===== src/rtl/uart_msfc_map.svh =====
// register offsets, field positions and reset values of the modem status and flow control block
`ifndef UART_MSFC_MAP_SVH
`define UART_MSFC_MAP_SVH

`define MSFC_ADDR_W        4
`define MSFC_ADDR_MLS      4'h0
`define MSFC_ADDR_SCRATCH  4'h1
`define MSFC_ADDR_EFC      4'h2
`define MSFC_ADDR_IEM      4'h3
`define MSFC_ADDR_ISS      4'h4
`define MSFC_ADDR_FIFO     4'h5
`define MSFC_ADDR_MOC      4'h6
`define MSFC_ADDR_CHAR0    4'h7
`define MSFC_ADDR_CHARN    4'hA

`define MSFC_CHAR_RESUME1  2'h0
`define MSFC_CHAR_RESUME2  2'h1
`define MSFC_CHAR_PAUSE1   2'h2
`define MSFC_CHAR_PAUSE2   2'h3

`define EFC_AUTO_CTS       7
`define EFC_AUTO_RTS       6
`define EFC_SPECIAL        5
`define EFC_ENHANCED       4

`define IEM_ENH_MASK       8'hF0
`define ISS_ENH_MASK       8'h30
`define FIFO_ENH_MASK      8'h30
`define MOC_ENH_MASK       8'hE0
`define ISS_SPECIAL_BIT    4
`define ISS_NO_IRQ_BIT     0

`define MOC_DTR_BIT        0
`define MOC_RTS_BIT        1
`define MOC_OUT1_BIT       2
`define MOC_OUT2_BIT       3
`define MOC_LOOP_BIT       4

`define DELTA_CTS          0
`define DELTA_DSR          1
`define DELTA_RI           2
`define DELTA_CD           3

`define RX_LEVEL_W         7
`define RX_LVL_EMPTY       7'h01
`define RX_LVL_TRIG0       7'h08
`define RX_LVL_TRIG1       7'h10
`define RX_LVL_TRIG2       7'h38
`define RX_LVL_TRIG3       7'h3C
`define RX_LVL_FULL        7'h40

`define REG_RESET          8'h00

`endif


===== src/rtl/uart_msfc_pkg.sv =====
// types shared by the modem status and flow control block
package uart_msfc_pkg;

  typedef logic [3:0][7:0] flow_chars_t;

  typedef enum logic [1:0] {
    MATCH_IDLE     = 2'b00,
    MATCH_ON_HALF  = 2'b01,
    MATCH_OFF_HALF = 2'b11
  } match_state_t;

  typedef struct packed {
    match_state_t st;
  } match_regs_t;

  typedef struct packed {
    logic [3:0]  line_prev;
    logic        seeded;
    logic [3:0]  delta;
    logic [7:0]  scratch;
    logic [7:0]  efc;
    logic [7:0]  iem;
    logic [1:0]  iss_enh;
    logic [7:0]  fifo;
    logic [7:0]  moc;
    flow_chars_t chars;
    logic [7:0]  rdata;
    logic        msi_irq;
    logic        trig_irq;
    logic        rts_stop;
    logic        rts_n;
    logic        cts_halt;
    logic        sw_hold;
    logic        tx_allowed;
  } main_regs_t;

endpackage


===== src/rtl/flow_char_bus_if.sv =====
// signals between the register side and the received-character matcher
`timescale 1ns/1ns
interface flow_char_bus_if;
  logic                        rx_valid;
  logic [7:0]                  rx_data;
  logic [1:0]                  rx_mode;
  logic                        special_en;
  uart_msfc_pkg::flow_chars_t  chars;
  logic                        xon_hit;
  logic                        xoff_hit;
  logic                        special_hit;

  modport ctrl (output rx_valid, output rx_data, output rx_mode, output special_en, output chars,
                input xon_hit, input xoff_hit, input special_hit);
  modport matcher (input rx_valid, input rx_data, input rx_mode, input special_en, input chars,
                   output xon_hit, output xoff_hit, output special_hit);
endinterface


===== src/rtl/flow_char_match.sv =====
// compares received characters with the stored flow-control characters
`timescale 1ns/1ns
`include "uart_msfc_map.svh"
module flow_char_match (
  input  wire logic       core_clk,
  input  wire logic       rst,
  flow_char_bus_if.matcher fb
);

  uart_msfc_pkg::match_regs_t s_q;
  uart_msfc_pkg::match_regs_t s_d;

  function automatic logic is_char(input logic [7:0] d, input logic [7:0] c);
    is_char = (d == c);
  endfunction

  logic [7:0] on_c;
  logic [7:0] off_c;
  logic       dual;

  always_comb begin
    s_d            = s_q;
    fb.xon_hit     = 1'b0;
    fb.xoff_hit    = 1'b0;
    fb.special_hit = fb.rx_valid && fb.special_en && is_char(fb.rx_data, fb.chars[`MSFC_CHAR_PAUSE2]);
    dual           = (fb.rx_mode == 2'b11);
    on_c           = fb.rx_mode[0] ? fb.chars[`MSFC_CHAR_RESUME2] : fb.chars[`MSFC_CHAR_RESUME1];
    off_c          = fb.rx_mode[0] ? fb.chars[`MSFC_CHAR_PAUSE2] : fb.chars[`MSFC_CHAR_PAUSE1];
    if (fb.rx_valid && fb.rx_mode != 2'b00) begin
      if (!dual) begin
        fb.xon_hit  = is_char(fb.rx_data, on_c);
        fb.xoff_hit = is_char(fb.rx_data, off_c);
        s_d.st      = uart_msfc_pkg::MATCH_IDLE;
      end else begin
        // pairs must arrive back to back, first character then second
        case (s_q.st)
          uart_msfc_pkg::MATCH_ON_HALF: begin
            fb.xon_hit = is_char(fb.rx_data, fb.chars[`MSFC_CHAR_RESUME2]);
          end
          uart_msfc_pkg::MATCH_OFF_HALF: begin
            fb.xoff_hit = is_char(fb.rx_data, fb.chars[`MSFC_CHAR_PAUSE2]);
          end
          default: begin
          end
        endcase
        if (is_char(fb.rx_data, fb.chars[`MSFC_CHAR_RESUME1])) begin
          s_d.st = uart_msfc_pkg::MATCH_ON_HALF;
        end else if (is_char(fb.rx_data, fb.chars[`MSFC_CHAR_PAUSE1])) begin
          s_d.st = uart_msfc_pkg::MATCH_OFF_HALF;
        end else begin
          s_d.st = uart_msfc_pkg::MATCH_IDLE;
        end
      end
    end else if (fb.rx_mode != 2'b11) begin
      s_d.st = uart_msfc_pkg::MATCH_IDLE;
    end
  end

  always_ff @(posedge core_clk or posedge rst) begin
    if (rst) begin
      s_q.st <= uart_msfc_pkg::MATCH_IDLE;
    end else begin
      s_q <= s_d;
    end
  end

endmodule // flow_char_match


===== src/rtl/uart_modem_status_flow_control.sv =====
// modem status change tracking, scratch byte and enhanced flow control of one uart channel
// Operation
// dsr and cts delta bits set when that input changed since last status read
// any of the four delta bits raises the modem status interrupt
// reading the modem line status clears all four delta bits
// eight-bit scratch byte, host read and write, no effect on the channel
// auto cts: halt transmit while cts pin high, resume when low
// the character being shifted out finishes before cts halts transmit
// auto rts: interrupt when receive fifo reaches programmed trigger level
// auto rts: rts pin goes high at the next trigger level above
// auto rts: rts pin returns low below the next lower trigger level
// without hardware flow control rts pin follows its modem control bit
// special detect compares each received character with second pause character, sets status bit
// bit 0 of stored characters matches least significant received bit
// host clears software flow selection before enabling special detect
// enhanced bit set lets writes reach the enhanced register fields
// enhanced bit clear latches those fields against further writes
// enhanced bits 3-0 pick the software flow-control combination
// bits 3-2 pick transmitted pairs, bits 1-0 pick compared pairs
// dual mode treats two characters as one ordered sequence
// reset clears every enhanced feature bit
// host never sends the flow characters as payload under software flow control
// modem status interrupt stays until a status read clears the deltas
//
// The address-and-strobe port and the address map were left to the implementer.
`timescale 1ns/1ns
`include "uart_msfc_map.svh"
module uart_modem_status_flow_control (
  input  wire logic                    core_clk,
  input  wire logic                    rst,
  input  wire logic [`MSFC_ADDR_W-1:0] reg_addr,
  input  wire logic [7:0]              reg_wdata,
  input  wire logic                    reg_wr,
  input  wire logic                    reg_rd,
  output logic      [7:0]              reg_rdata,
  input  wire logic                    cts_n,
  input  wire logic                    dsr_n,
  input  wire logic                    ri_n,
  input  wire logic                    cd_n,
  input  wire logic [`RX_LEVEL_W-1:0]  rx_fifo_level,
  input  wire logic                    rx_char_valid,
  input  wire logic [7:0]              rx_char,
  input  wire logic                    tx_char_busy,
  output logic                         rts_n,
  output logic                         tx_allowed,
  output logic                         modem_status_irq,
  output logic                         rx_trigger_irq,
  output logic                         special_char_irq,
  output logic      [1:0]              tx_pair_sel
);

  uart_msfc_pkg::main_regs_t s_q;
  uart_msfc_pkg::main_regs_t s_d;

  flow_char_bus_if fb ();

  flow_char_match u_match (
    .core_clk (core_clk),
    .rst      (rst),
    .fb       (fb.matcher)
  );

  function automatic logic is_char_addr(input logic [`MSFC_ADDR_W-1:0] a);
    is_char_addr = (a >= `MSFC_ADDR_CHAR0) && (a <= `MSFC_ADDR_CHARN);
  endfunction

  // keeps locked bits, lets the rest take the new value
  function automatic logic [7:0] merge(input logic [7:0] old_v, input logic [7:0] new_v,
                                       input logic [7:0] enh, input logic unlocked);
    merge = unlocked ? new_v : ((old_v & enh) | (new_v & ~enh));
  endfunction

  // index 0 is the empty floor, 5 the full ceiling, 1..4 the programmable triggers
  function automatic logic [`RX_LEVEL_W-1:0] trig_level(input logic [2:0] idx);
    case (idx)
      3'h0:    trig_level = `RX_LVL_EMPTY;
      3'h1:    trig_level = `RX_LVL_TRIG0;
      3'h2:    trig_level = `RX_LVL_TRIG1;
      3'h3:    trig_level = `RX_LVL_TRIG2;
      3'h4:    trig_level = `RX_LVL_TRIG3;
      default: trig_level = `RX_LVL_FULL;
    endcase
  endfunction

  // line state as seen by the status bits, looped from modem control in loop-back
  logic [3:0] line_now;
  always_comb begin
    if (s_q.moc[`MOC_LOOP_BIT]) begin
      line_now = {s_q.moc[`MOC_OUT2_BIT], s_q.moc[`MOC_OUT1_BIT], s_q.moc[`MOC_DTR_BIT], s_q.moc[`MOC_RTS_BIT]};
    end else begin
      line_now = {~cd_n, ~ri_n, ~dsr_n, ~cts_n};
    end
  end

  logic [3:0] line_change;
  genvar gi;
  generate
    for (gi = 0; gi < 4; gi++) begin : g_delta
      if (gi == `DELTA_RI) begin : g_trail
        // ring indicator counts only the pin going from low to high
        assign line_change[gi] = s_q.seeded & s_q.line_prev[gi] & ~line_now[gi];
      end else begin : g_any
        assign line_change[gi] = s_q.seeded & (s_q.line_prev[gi] ^ line_now[gi]);
      end
    end
  endgenerate

  logic [2:0]                prog_idx;
  logic [`RX_LEVEL_W-1:0]    lvl_prog;
  logic [`RX_LEVEL_W-1:0]    lvl_up;
  logic [`RX_LEVEL_W-1:0]    lvl_down;
  logic                      unlocked;
  logic [1:0]                char_idx;
  logic [7:0]                iss_view;

  assign prog_idx = {1'b0, s_q.fifo[7:6]} + 3'h1;
  assign lvl_prog = trig_level(prog_idx);
  assign lvl_up   = trig_level(prog_idx + 3'h1);
  assign lvl_down = trig_level(prog_idx - 3'h1);
  assign unlocked = s_q.efc[`EFC_ENHANCED];
  assign char_idx = 2'(reg_addr - `MSFC_ADDR_CHAR0);

  always_comb begin
    iss_view                   = 8'h00;
    iss_view[5:4]              = s_q.iss_enh;
    iss_view[`ISS_NO_IRQ_BIT]  = ~(s_q.msi_irq | s_q.trig_irq | s_q.iss_enh[0]);
  end

  assign fb.rx_valid   = rx_char_valid;
  assign fb.rx_data    = rx_char;
  assign fb.rx_mode    = s_q.efc[1:0];
  assign fb.special_en = s_q.efc[`EFC_SPECIAL];
  assign fb.chars      = s_q.chars;

  always_comb begin
    s_d           = s_q;
    s_d.rdata     = 8'h00;
    s_d.seeded    = 1'b1;
    s_d.line_prev = line_now;

    // a change in the read cycle survives the clear
    if (reg_rd && reg_addr == `MSFC_ADDR_MLS) begin
      s_d.delta = line_change;
    end else begin
      s_d.delta = s_q.delta | line_change;
    end
    s_d.msi_irq = |s_d.delta;

    // register writes
    if (reg_wr) begin
      if (reg_addr == `MSFC_ADDR_SCRATCH) begin
        s_d.scratch = reg_wdata;
      end else if (reg_addr == `MSFC_ADDR_EFC) begin
        s_d.efc = reg_wdata;
      end else if (reg_addr == `MSFC_ADDR_IEM) begin
        s_d.iem = merge(s_q.iem, reg_wdata, `IEM_ENH_MASK, unlocked);
      end else if (reg_addr == `MSFC_ADDR_ISS) begin
        if (unlocked) begin
          s_d.iss_enh = reg_wdata[5:4];
        end
      end else if (reg_addr == `MSFC_ADDR_FIFO) begin
        s_d.fifo = merge(s_q.fifo, reg_wdata, `FIFO_ENH_MASK, unlocked);
      end else if (reg_addr == `MSFC_ADDR_MOC) begin
        s_d.moc = merge(s_q.moc, reg_wdata, `MOC_ENH_MASK, unlocked);
      end else if (is_char_addr(reg_addr)) begin
        s_d.chars[char_idx] = reg_wdata;
      end
    end

    // special character flag: read of the status clears it, a new match wins
    if (reg_rd && reg_addr == `MSFC_ADDR_ISS) begin
      s_d.iss_enh[0] = 1'b0;
    end
    if (fb.special_hit) begin
      s_d.iss_enh[0] = 1'b1;
    end

    // register reads, answered one cycle later
    if (reg_rd) begin
      if (reg_addr == `MSFC_ADDR_MLS) begin
        s_d.rdata = {line_now, s_q.delta};
      end else if (reg_addr == `MSFC_ADDR_SCRATCH) begin
        s_d.rdata = s_q.scratch;
      end else if (reg_addr == `MSFC_ADDR_EFC) begin
        s_d.rdata = s_q.efc;
      end else if (reg_addr == `MSFC_ADDR_IEM) begin
        s_d.rdata = s_q.iem;
      end else if (reg_addr == `MSFC_ADDR_ISS) begin
        s_d.rdata = iss_view;
      end else if (reg_addr == `MSFC_ADDR_FIFO) begin
        s_d.rdata = s_q.fifo;
      end else if (reg_addr == `MSFC_ADDR_MOC) begin
        s_d.rdata = s_q.moc;
      end else if (is_char_addr(reg_addr)) begin
        s_d.rdata = s_q.chars[char_idx];
      end else begin
        s_d.rdata = 8'h00;
      end
    end

    // hardware receive flow control with hysteresis between two trigger levels
    if (s_q.efc[`EFC_AUTO_RTS]) begin
      s_d.trig_irq = (rx_fifo_level >= lvl_prog);
      if (rx_fifo_level >= lvl_up) begin
        s_d.rts_stop = 1'b1;
      end else if (rx_fifo_level < lvl_down) begin
        s_d.rts_stop = 1'b0;
      end
      s_d.rts_n = s_d.rts_stop;
    end else begin
      s_d.trig_irq = 1'b0;
      s_d.rts_stop = 1'b0;
      s_d.rts_n    = ~s_q.moc[`MOC_RTS_BIT];
    end

    // clear-to-send halt waits for the shifting character to finish
    if (s_q.efc[`EFC_AUTO_CTS] && !line_now[`DELTA_CTS]) begin
      s_d.cts_halt = s_q.cts_halt || !tx_char_busy;
    end else begin
      s_d.cts_halt = 1'b0;
    end

    // received pause and resume characters gate the transmitter
    if (s_q.efc[1:0] == 2'b00) begin
      s_d.sw_hold = 1'b0;
    end else if (fb.xoff_hit) begin
      s_d.sw_hold = 1'b1;
    end else if (fb.xon_hit) begin
      s_d.sw_hold = 1'b0;
    end

    s_d.tx_allowed = ~s_d.cts_halt & ~s_d.sw_hold;
  end

  always_ff @(posedge core_clk or posedge rst) begin
    if (rst) begin
      s_q.line_prev  <= 4'h0;
      s_q.seeded     <= 1'b0;
      s_q.delta      <= 4'h0;
      s_q.scratch    <= `REG_RESET;
      s_q.efc        <= `REG_RESET;
      s_q.iem        <= `REG_RESET;
      s_q.iss_enh    <= 2'h0;
      s_q.fifo       <= `REG_RESET;
      s_q.moc        <= `REG_RESET;
      s_q.chars      <= '0;
      s_q.rdata      <= 8'h00;
      s_q.msi_irq    <= 1'b0;
      s_q.trig_irq   <= 1'b0;
      s_q.rts_stop   <= 1'b0;
      s_q.rts_n      <= 1'b1;
      s_q.cts_halt   <= 1'b0;
      s_q.sw_hold    <= 1'b0;
      s_q.tx_allowed <= 1'b1;
    end else begin
      s_q <= s_d;
    end
  end

  assign reg_rdata        = s_q.rdata;
  assign rts_n            = s_q.rts_n;
  assign tx_allowed       = s_q.tx_allowed;
  assign modem_status_irq = s_q.msi_irq;
  assign rx_trigger_irq   = s_q.trig_irq;
  assign special_char_irq = s_q.iss_enh[0];
  assign tx_pair_sel      = s_q.efc[3:2];

endmodule // uart_modem_status_flow_control


===== config.mk =====
export PLATFORM = sky130hd
export DESIGN_NAME = uart_modem_status_flow_control
export DESIGN_NICKNAME = d
export VERILOG_FILES = /design/src/rtl/uart_msfc_pkg.sv /design/src/rtl/flow_char_bus_if.sv /design/src/rtl/flow_char_match.sv /design/src/rtl/uart_modem_status_flow_control.sv
export VERILOG_INCLUDE_DIRS = /design/src /design/src/rtl
export SDC_FILE = /design/constraint.sdc
export NUM_CORES = 1
export LEC_CHECK = 0
export ABC_AREA = 1
export BUFFER_PORTS_ARGS = -buffer_cell sky130_fd_sc_hd__buf_2
export CORE_MARGIN = 5
export CORE_UTILIZATION = 50
export DETAILED_ROUTE_END_ITERATION = 10
export HOLD_SLACK_MARGIN = 0.1
export PLACE_DENSITY_LB_ADDON = 0.2
export SETUP_SLACK_MARGIN = 0.5
export SLEW_MARGIN = 20
export SYNTH_ARGS = -nofsm -noshare
export SYNTH_HDL_FRONTEND = slang
export SYNTH_SLANG_ARGS = --single-unit

===== constraint.sdc =====
create_clock -name core_clk -period 3.34 [get_ports core_clk]
set_input_delay 0.334 -clock core_clk [delete_from_list [all_inputs] [get_ports core_clk]]
set_output_delay 0.334 -clock core_clk [all_outputs]
set_load 0.01 [all_outputs]

# After elaboration in Yosys (flattened, before gate mapping)
# Index checks and enable logic that the tools add are counted.
classes:
  magnitude_cmp: 7
  bitwise_logic: 30
  eq_ne: 31
  add_sub_neg: 4
  n_reduce_logical: 30
  n_mux: 56
op_table:
  columns: ["cell", "n"]
  rows:
  - ["$mux 49", 4]
  - ["$mux 8", 18]
  - ["$pmux 7 s5", 3]
  - ["$mux 32", 2]
  - ["$eq 8x8->1", 6]
  - ["$mux 48", 1]
  - ["$mux 40", 1]
  - ["$bwmux 32", 1]
  - ["$eq 3x2->1 const B", 6]
  - ["$reduce_and 6->1", 3]
  - ["$bmux 8 s2", 1]
  - ["$demux 8 s2", 1]
  - ["$mux 1", 16]
  - ["$not 1->1", 15]
  - ["$ge 7x7->1", 2]
  - ["$eq 4x3->1 const B", 3]
  - ["$mux 2", 5]
  - ["$eq 3x1->1 const B", 3]
  - ["$eq 3x3->1 const B", 3]
  - ["$logic_not 3->1", 3]
  - ["$ne 3x2->1 const B", 3]
  - ["$reduce_bool 3->1", 3]
  - ["$eq 4x2->1 const B", 2]
  - ["$logic_and 1x1->1", 8]
  - ["33 further kinds", 45]
word_totals:
  wordCells: 181
  reg_bits: 100
  out_inout_bits: 15
  inputBits: 37

# Depth between registers and ports, before layout
# Gate-level depths: netlist of the first run.
logic_depth:
  word_depth: 16
  ltp_mapped: 15
  depth_no_buf: 14

# Cells and area by module
# From an unflattened synthesis of the first run, not the netlist that was laid out.
hier_totals:
  cells_unflattened: 829
  area_unflattened_um2: 6102.1
by_module_without_submodules:
  columns: ["module", "cells_each", "area_each_um2", "seq_area_each_um2", "instances"]
  rows:
  - ["uart_modem_status_flow_control", 656, 5276.3, 2454.9, 1]
  - ["flow_char_match", 173, 825.8, 50.0, 1]

# Least setup slack after synthesis of the first run
# Ideal clock, no wire load.
synth_timing:
  path_type: "input port to flip-flop"
  startpoint: "input reg_addr[0]"
  endpoint: "register, netlist name fb.chars[25]"
  setup_slack_ns: 1.337
  cell_stages: 11
  arrival_ns: 1.929
  cell_sequence: "buf_2 inv_1 ha_1 inv_2 nor2_4 nor3_4 nand3_4 nor2_8 buf_8 nand2_1 o21ai_2"
synth_via:
  elab_chain_cells: 6
  elab_cells_between_ends: 23
  classes_between: "add/sub (1); order compare (4); eq/ne (6); mux (3); bitwise (6); reduce/logical (3)"
synth_rtl:
  columns: ["element", "line", "source"]
  rows:
  - ["start, declared", "uart_modem_status_flow_control.sv:31", "input wire logic [`MSFC_ADDR_W-1:0] reg_addr,"]
  - ["$sub 2x2->2 (no line)", null, null]
  - ["$lt 2x3->1 (implied by the code) / $ge 2x1->1 (equally long branches)", "uart_modem_status_flow_control.sv:166", "s_d.chars[char_idx] = reg_wdata;"]
  - ["$logic_and 1x1->1 (implied by the code)", "uart_modem_status_flow_control.sv:166", null]
  - ["$mux 8 (implied by the code)", "uart_modem_status_flow_control.sv:166", null]
  - ["$demux 8 s2", "uart_modem_status_flow_control.sv:166", null]
  - ["$bwmux 32", "uart_modem_status_flow_control.sv:166", null]
# Parallel ways exist; a longest one is shown, timed or not.
# A chain may end at the register's enable or synchronous reset.

# Worst setup path after layout of the first run
layout_timing:
  startpoint: "input reg_addr[0]"
  endpoint: "register, netlist name fb.chars[12]"
layout_via:
  elab_chain_cells: 6
  elab_cells_between_ends: 23
  classes_between: "add/sub (1); order compare (4); eq/ne (6); mux (3); bitwise (6); reduce/logical (3)"
layout_rtl:
  columns: ["element", "line"]
  rows:
  - ["$sub 2x2->2 (no line)", null]
  - ["$lt 2x3->1 (implied by the code) / $ge 2x1->1 (equally long branches)", "uart_modem_status_flow_control.sv:166"]
  - ["$logic_and 1x1->1 (implied by the code)", "uart_modem_status_flow_control.sv:166"]
  - ["$mux 8 (implied by the code)", "uart_modem_status_flow_control.sv:166"]
  - ["$demux 8 s2", "uart_modem_status_flow_control.sv:166"]
  - ["$bwmux 32", "uart_modem_status_flow_control.sv:166"]
# Parallel ways exist; a longest one is shown, timed or not.

==> results.py, run 1 <==
metrics = {
    "global_route": {
        "antenna_found_initial": 0,
        "grt_max_degree": 101,
        "grt_pass1_vias": 5140,
        "grt_pass1_wl_um": 26550,
        "grt_usage": 0.2365,
        "overflow": 0,
    },
    "synth": {
        "synth_top_area_cell": "dfrtp_1",
        "synth_cell_type_count": 42,
        "synth_area_um2": 6005,
        "yosys_warnings": 0,
        "synthFlopType": "dfrtp_1",
        "yosys.area.top_type_share": 0.4084,
        "ys_seq_area_frac": 0.4172,
        "synth_common_cells": "nand2_1 (225), dfrtp_1 (98), inv_1 (77), o21ai_0 (74), nor2_1 (58)",
        "synth_area_per_cell_um2": 7.859,
        "ys_ff_latch": 100,
        "synth_async_sr_flop_share": 1.000,
        "synth-edff-count": 0,
        "yosys.cell_count.top_type": "nand2_1",
        "synthTopCellsByArea": "dfrtp_1 (41%), nand2_1 (14%), ha_1 (6.5%), o21ai_0 (6.2%), inv_1 (4.8%)",
        "synth_cells": 764,
    },
    "critical_path": {
        "rr_startpoint": "s_q[61]",
        "critPathCaptureType": "register",
        "critPathMaxFanout": 29,
        "reg2reg_to": "rx_trigger_irq",
        "critical_path_class": "input pin to register",
        "r2r_setup_slack_ps": 1230,
        "worstPathArrival_ps": 2530,
        "ff2ff_path_depth": 11,
        "critPathRequiredTime_ps": 3580,
        "start_kind": "input pin",
    },
    "timing": {
        "fmax_ghz": 0.4370,
        "setup_viol": 0,
        "setup_tns_ps": 0,
        "fin_crit_ps": 2288,
        "hold_viol_final": 0,
        "rsz0062_at_grt": "false",
        "fin_crit_sh": 0.6852,
        "max_slew_margin": 0.6103,
        "finalClockSkew_ps": 8.291,
        "tightest_slew_ps": 580.6,
        "maxSlewViolCount": 0,
        "worst_slack_ps": 1052,
    },
    "clock_network": {
        "clkSinkCount": 100,
        "cts_max_level": 3,
        "cts_tree": "done",
        "cts_root_buffer": "clkbuf_16",
        "clock_latency_ps": 350,
        "clk_pin_slew_ps": 60,
        "holdBufCountCts": 0,
        "numCtsBuffers": 9,
        "cts_buffer_depth": 2,
        "ctsResizeCount": 0,
        "postCtsSetupBuffers": 0,
    },
    "run": {
        "drv_cap": 0,
    },
    "placement": {
        "portBuffers": 51,
        "routabilityCongestion": 0.9378,
        "hpwl_um": 12370,
        "post_dp_cell_area_um2": 6292,
        "dp_slack_ps": 733.3,
    },
    "routing": {
        "viasPerCell": 5.416,
        "wirelength_um": 16060,
        "drt_iter0_drc": 399,
        "wl_per_cell_um": 16.82,
        "vias": 5172,
        "drcViolationCount": 0,
        "drtPass1Iterations": 5,
        "postRouteAntennaNets": 0,
    },
    "floorplanning": {
        "die_area_um2": 14300,
        "core_area_um2": 11910,
        "die_h_um": 119.6,
        "die_w_um": 119.6,
        "rows": 40,
        "start_util": 0.5041,
        "io_pins": 52,
    },
    "run_status": {
        "outcome": "finished, final reports clean",
    },
    "layout": {
        "fin_nets": 871,
        "n_fill_cell": 1164,
        "area_growth_pct": 9.294,
        "layout-drive-gt1-share": 0.1287,
        "insertedDiodeCount": 0,
        "final_area_um2": 6563,
    },
    "power": {
        "power_density_nw_per_um2": 581.0,
        "peakVddDrop_mv": 0.3998,
        "leakage_nw": 3.317,
    },
    "min_path": {
        "worstHoldPathType": "input pin to asynchronous set/reset pin",
    },
}
layer usage:
layer / share of wire / vias to the layer above / global-route usage
met1: 0.45 / 2418 / 0.3112
met4: 0.036 / 0 / 0.1009
met5: 0 / - / 0
met2: 0.46 / 170 / 0.3792
met3: 0.060 / 39 / 0.04948
li1: - / 2545 / -
placed cells by master (no fill, tap or decap), types with 5 or more instances in the layout:
| cell type | n |
|---|---|
| ha_1 | 31 |
| inv_1 | 76 |
| o21ai_1 | 16 |
| nor2_1 | 58 |
| o21a_1 | 15 |
| nor3_1 | 6 |
| o21ai_2 | 12 |
| inv_2 | 5 |
| buf_2 | 51 |
| clkbuf_16 | 9 |
| dfrtp_1 | 98 |
| nand3_1 | 25 |
| xnor2_1 | 12 |
| a21oi_1 | 32 |
| nand4_1 | 6 |
| nand2_1 | 225 |
| xor2_1 | 7 |
| o21ai_0 | 74 |
logic make-up (layout without fill, tap and decap cells):
family | count (synthesis) | count (layout) | share of synthesized area
AO/OA/AOI/OAI | 166 | 166 | 0.1598
XOR/XNOR | 19 | 19 | 0.02771
adder cells (fa/ha/maj) | 31 | 31 | 0.06460
buffers and inverters | 109 | 152 | 0.08356
flip-flops | 100 | 100 | 0.4172
other | 2 | 3 | 0.001251
AND/OR/NAND/NOR | 337 | 337 | 0.2459
per-stage QoR:
step | hold WS [ps] | std cells | util | power (mW)
final | 115.2 | 955 | 0.5509 | 3.813
after global routing | 181.8 | 955 | 0.5509 | 4.085
after CTS | 153.0 | 955 | 0.5509 | 3.837
after detailed placement | 459.0 | 939 | 0.5283 | 2.847
after global placement | 462.0 | 939 | 0.5283 | 2.813
after floorplan | 435.4 | 765 | - | 2.496
how the worst max path moves through the flow:
stage / startpoint / to / slack, ps / cells after the start
6_report: reg_addr[0] / fb.chars[12] / 1050 / 10
2_1_floorplan: reg_addr[0] / fb.chars[25] / 1340 / 11
5_1_grt: reg_addr[0] / fb.chars[22] / 870 / 10
4_1_cts: reg_addr[0] / fb.chars[22] / 1090 / 10
3_3_place_gp: reg_addr[0] / fb.chars[15] / 840 / 10
3_5_place_dp: reg_addr[0] / fb.chars[12] / 730 / 10
critical path, cell delays in order:
cell and delay (ps):
buf_2 350, inv_1 260, ha_1 320, nand3_2 200, nand2_4 120, nor3_4 150
nand3_4 230, nor2_8 320, nand2_1 100, o21a_1 120
final cells by class:
cell class,instances,area (um^2),share of cell area
Multi-Input combinational cell,556,3002,0.4574
Sequential cell,100,2505,0.3817
Tap cell,147,183.9,0.02803
Timing Repair Buffer,54,290.3,0.04423
Clock inverter,4,23.77,0.003622
Clock buffer,12,246.5,0.03756
Inverter,82,311.5,0.04747
state kept, by name, summed over array words and instances (netlist names):
| name | count |
|---|---|
| u_match.s_q | 2 |
| special_char_irq | 1 |
| iss_view | 1 |
| tx_pair_sel | 2 |
| s_q | 47 |
| rx_trigger_irq | 1 |
| reg_rdata | 8 |
| modem_status_irq | 1 |
| tx_allowed | 1 |
| fb.chars | 32 |
| fb.rx_mode | 2 |
| fb.special_en | 1 |
| rts_n | 1 |
power by group:
part	switching [mW]	internal, mW	total (mW)
sequential	0.235	1.51	1.74
clock	0.456	0.525	0.982
combinational	0.662	0.428	1.09
total	1.35	2.46	3.81
Power figures use the tool's default switching activity.
==> inputs of run 2 (changes only) <==
--- a/config.mk
+++ b/config.mk
@@ -6,7 +6,7 @@
 export SDC_FILE = /design/constraint.sdc
 export NUM_CORES = 1
 export LEC_CHECK = 0
-export ABC_AREA = 1
+export ABC_AREA = 0
 export BUFFER_PORTS_ARGS = -buffer_cell sky130_fd_sc_hd__buf_2
 export CORE_MARGIN = 5
 export CORE_UTILIZATION = 50
==> constraint.sdc (replaced) <==
create_clock -name core_clk -period 2.3 [get_ports core_clk]
set_input_delay 0.23 -clock core_clk [delete_from_list [all_inputs] [get_ports core_clk]]
set_output_delay 0.23 -clock core_clk [all_outputs]
set_load 0.01 [all_outputs]
==> results.py, run 2 <==
metrics = {
    "synth": {
        "synth_async_sr_flop_share": 1.000,
        "synth_cells": 551,
        "synth_top_family_by_area": "multiplexers",
        "synthFlopType": "dfrtp_1",
        "yosys.cell_count.top_type": "dfrtp_1",
        "ys_ff_latch": 100,
        "synthMuxAreaShare": 0.1528,
        "yosys_warnings": 0,
        "synth-edff-count": 0,
        "synth_area_per_cell_um2": 10.70,
        "synth_compound_area_frac": 0.1235,
        "synth_cell_type_count": 63,
        "synth_area_um2": 5894,
        "synthTopCellsByArea": "dfrtp_1 (42%), mux2_2 (9.2%), ha_1 (6.6%), xnor2_1 (4.2%), nand2_1 (3.2%)",
        "synthAdderAreaFrac": 0.06580,
        "yosys.area_share.simple": 0.1189,
        "synth_top_area_cell": "dfrtp_1",
        "ys_seq_area_frac": 0.4250,
        "yosys.area.top_type_share": 0.4160,
        "synth_common_cells": "dfrtp_1 (98), nand2_1 (51), mux2_2 (48), o21ai_0 (37), ha_1 (31)",
        "synth_xor_xnor_area_share": 0.05498,
    },
    "clock_network": {
        "cts_buffer_depth": 2,
        "cts_tree": "done",
        "cts_max_level": 3,
        "clkSinkCount": 100,
        "cts_root_buffer": "clkbuf_16",
        "clock_latency_ps": 350,
        "clk_pin_slew_ps": 70,
        "numCtsBuffers": 9,
    },
    "layout": {
        "final_area_um2": 6865,
        "multi_input_area_um2": 3258,
        "layout_commonest_cell": "dfrtp_1",
        "n_fill_cell": 951,
        "layout-drive-gt1-share": 0.3355,
        "ff_latch_area_um2": 2509,
        "insertedDiodeCount": 0,
        "fin_nets": 665,
        "final_cell_mix": "dfrtp_1 (95), nand2_1 (51), buf_2 (51)",
        "largest-register": "s_q",
        "final_util": 0.5987,
        "largest_register_ffs": 47,
        "area_growth_pct": 16.47,
    },
    "power": {
        "combPwrFrac": 0.286,
        "sw_frac_of_total": 0.3243,
        "power_frac_seq": 0.445,
        "p_clk_frac": 0.269,
        "p_sw_mw": 1.763,
        "power_density_nw_per_um2": 791.9,
        "internal_power_mw": 3.674,
        "leakage_nw": 3.094,
        "peakVddDrop_mv": 0.5884,
    },
    "floorplanning": {
        "die_w_um": 118.6,
        "die_area_um2": 14060,
        "rows": 39,
        "die_h_um": 118.6,
        "core_area_um2": 11470,
        "io_pins": 52,
        "start_util": 0.5140,
    },
    "min_path": {
        "hold_depth": 2,
        "hp-start": "ri_n",
        "worstHoldPathType": "input pin to register",
        "min_to": "s_q[96]",
    },
    "global_route": {
        "grt_pass1_vias": 4627,
        "antenna_found_initial": 0,
        "grt_max_degree": 101,
        "overflow": 0,
        "grt_pass1_wl_um": 24860,
        "grt_usage": 0.2194,
    },
    "critical_path": {
        "rr_startpoint": "s_q[61]",
        "ff2ff_path_depth": 9,
        "critPathCaptureType": "register",
        "start_kind": "register",
        "reg2reg_to": "s_q[4]",
        "critPathRequiredTime_ps": 2530,
        "critPathMaxFanout": 5,
        "critical_path_class": "register to register",
        "worstPathArrival_ps": 2460,
        "r2r_setup_slack_ps": 70,
    },
    "routing": {
        "drt_iter0_drc": 352,
        "viasPerCell": 5.805,
        "postRouteAntennaNets": 0,
        "wirelength_um": 15100,
        "drcViolationCount": 0,
        "wl_per_cell_um": 20.27,
        "vias": 4325,
        "drtPass1Iterations": 5,
    },
    "timing": {
        "setup_viol": 0,
        "finalClockSkew_ps": 9.215,
        "rsz0062_at_grt": "true",
        "maxSlewViolCount": 0,
        "fin_crit_sh": 0.9676,
        "fin_hold_ws_ps": 187.4,
        "fmax_ghz": 0.4494,
        "hold_viol_final": 0,
        "fin_crit_ps": 2225,
        "tightest_slew_ps": 535.4,
        "max_slew_margin": 0.6431,
    },
    "placement": {
        "routabilityCongestion": 0.9131,
        "hpwl_um": 10730,
        "post_dp_cell_area_um2": 6441,
        "portBuffers": 51,
    },
    "run_status": {
        "outcome": "finished, final reports clean",
    },
    "run": {
        "drv_cap": 0,
    },
}
==> run 2: changes by cell type after synthesis, sizes merged, moves of 21 or more <==
cell and change:
nor2 -43, inv -56, nand2 -175, a21oi -21, o21ai -65, mux2 +56, nand3 -21
==> run 2: what timing repair did <==
| action | in CTS | in global routing |
|---|---|---|
| endpoints found under the hold margin | 98 | 0 |
| buffers inserted | 3 | 0 |
| setup endpoints to repair | 4 | 13 |
| gates resized for setup | 13 | 10 |
| pin swaps | 10 | 7 |
| hold buffers | 1 | 0 |
==> run 2: cell families (layout without fill, tap and decap cells) <==
| kind of cell | count (synthesis) | after routing |
|---|---|---|
| compound gates | 107 | 107 |
| xor+xnor | 37 | 37 |
| fa+ha+maj | 31 | 31 |
| buf+inv | 74 | 124 |
| flops | 100 | 100 |
| mux | 70 | 70 |
| other cells | 2 | 3 |
| simple gates | 130 | 130 |
==> run 2: power by group through the flow <==
stage | sequential [mW] | clock, mW | combinational (mW)
after floorplan | 2.33 | 0 | 1.13
after global placement | 2.42 | 0 | 1.43
after detailed placement | 2.43 | 0 | 1.47
after CTS | 2.41 | 1.49 | 1.53
after global routing | 2.47 | 1.56 | 1.72
final | 2.42 | 1.46 | 1.55
==> run 2: metal layers <==
| layer | part of all wire | GRT usage |
|---|---|---|
| met2 | 0.49 | 0.3573 |
| met4 | 0.022 | 0.05528 |
| met5 | 0 | 0 |
| met3 | 0.053 | 0.04346 |
| met1 | 0.43 | 0.3024 |
==> run 2: worst max path at each step <==
stage	startpoint	to	slack, ps
3_5_place_dp	s_q[61]	rts_n	30
6_report	s_q[61]	s_q[4]	70
5_1_grt	s_q[61]	s_q[4]	-60
2_1_floorplan	s_q[61]	s_q[4]	180
3_3_place_gp	s_q[61]	rts_n	80
4_1_cts	s_q[61]	s_q[4]	60
==> run 2: cell type report <==
type,instances,share of cell area
well taps,143,0.02606
clock buffers,9,0.03280
inverters,26,0.01549
repair buffers,82,0.07691
clock inverters,7,0.008748
flip-flops and latches,100,0.3654
multi-input cells,378,0.4746
==> run 2: worst max-delay path: stages (launching register included) <==
cell and delay, ps:
dfrtp_2 470, ha_4 190, xor2_1 150, nand2_1 80, ha_2 170, or4b_4 480
a21oi_2 140, o21ai_1 90, a221oi_2 270, nor2b_1 80
==> run 2: through the flow <==
stage | setup TNS (ps) | setup slack, ps | cells | power [mW]
finish | 0 | 74.57 | 745 | 5.437
global route | -108.4 | -60.73 | 745 | 5.742
floorplan | 0 | 175.7 | 552 | 3.462
detailed placement | 0 | 25.15 | 725 | 3.904
CTS | 0 | 59.18 | 745 | 5.436
global placement | 0 | 77.96 | 725 | 3.853
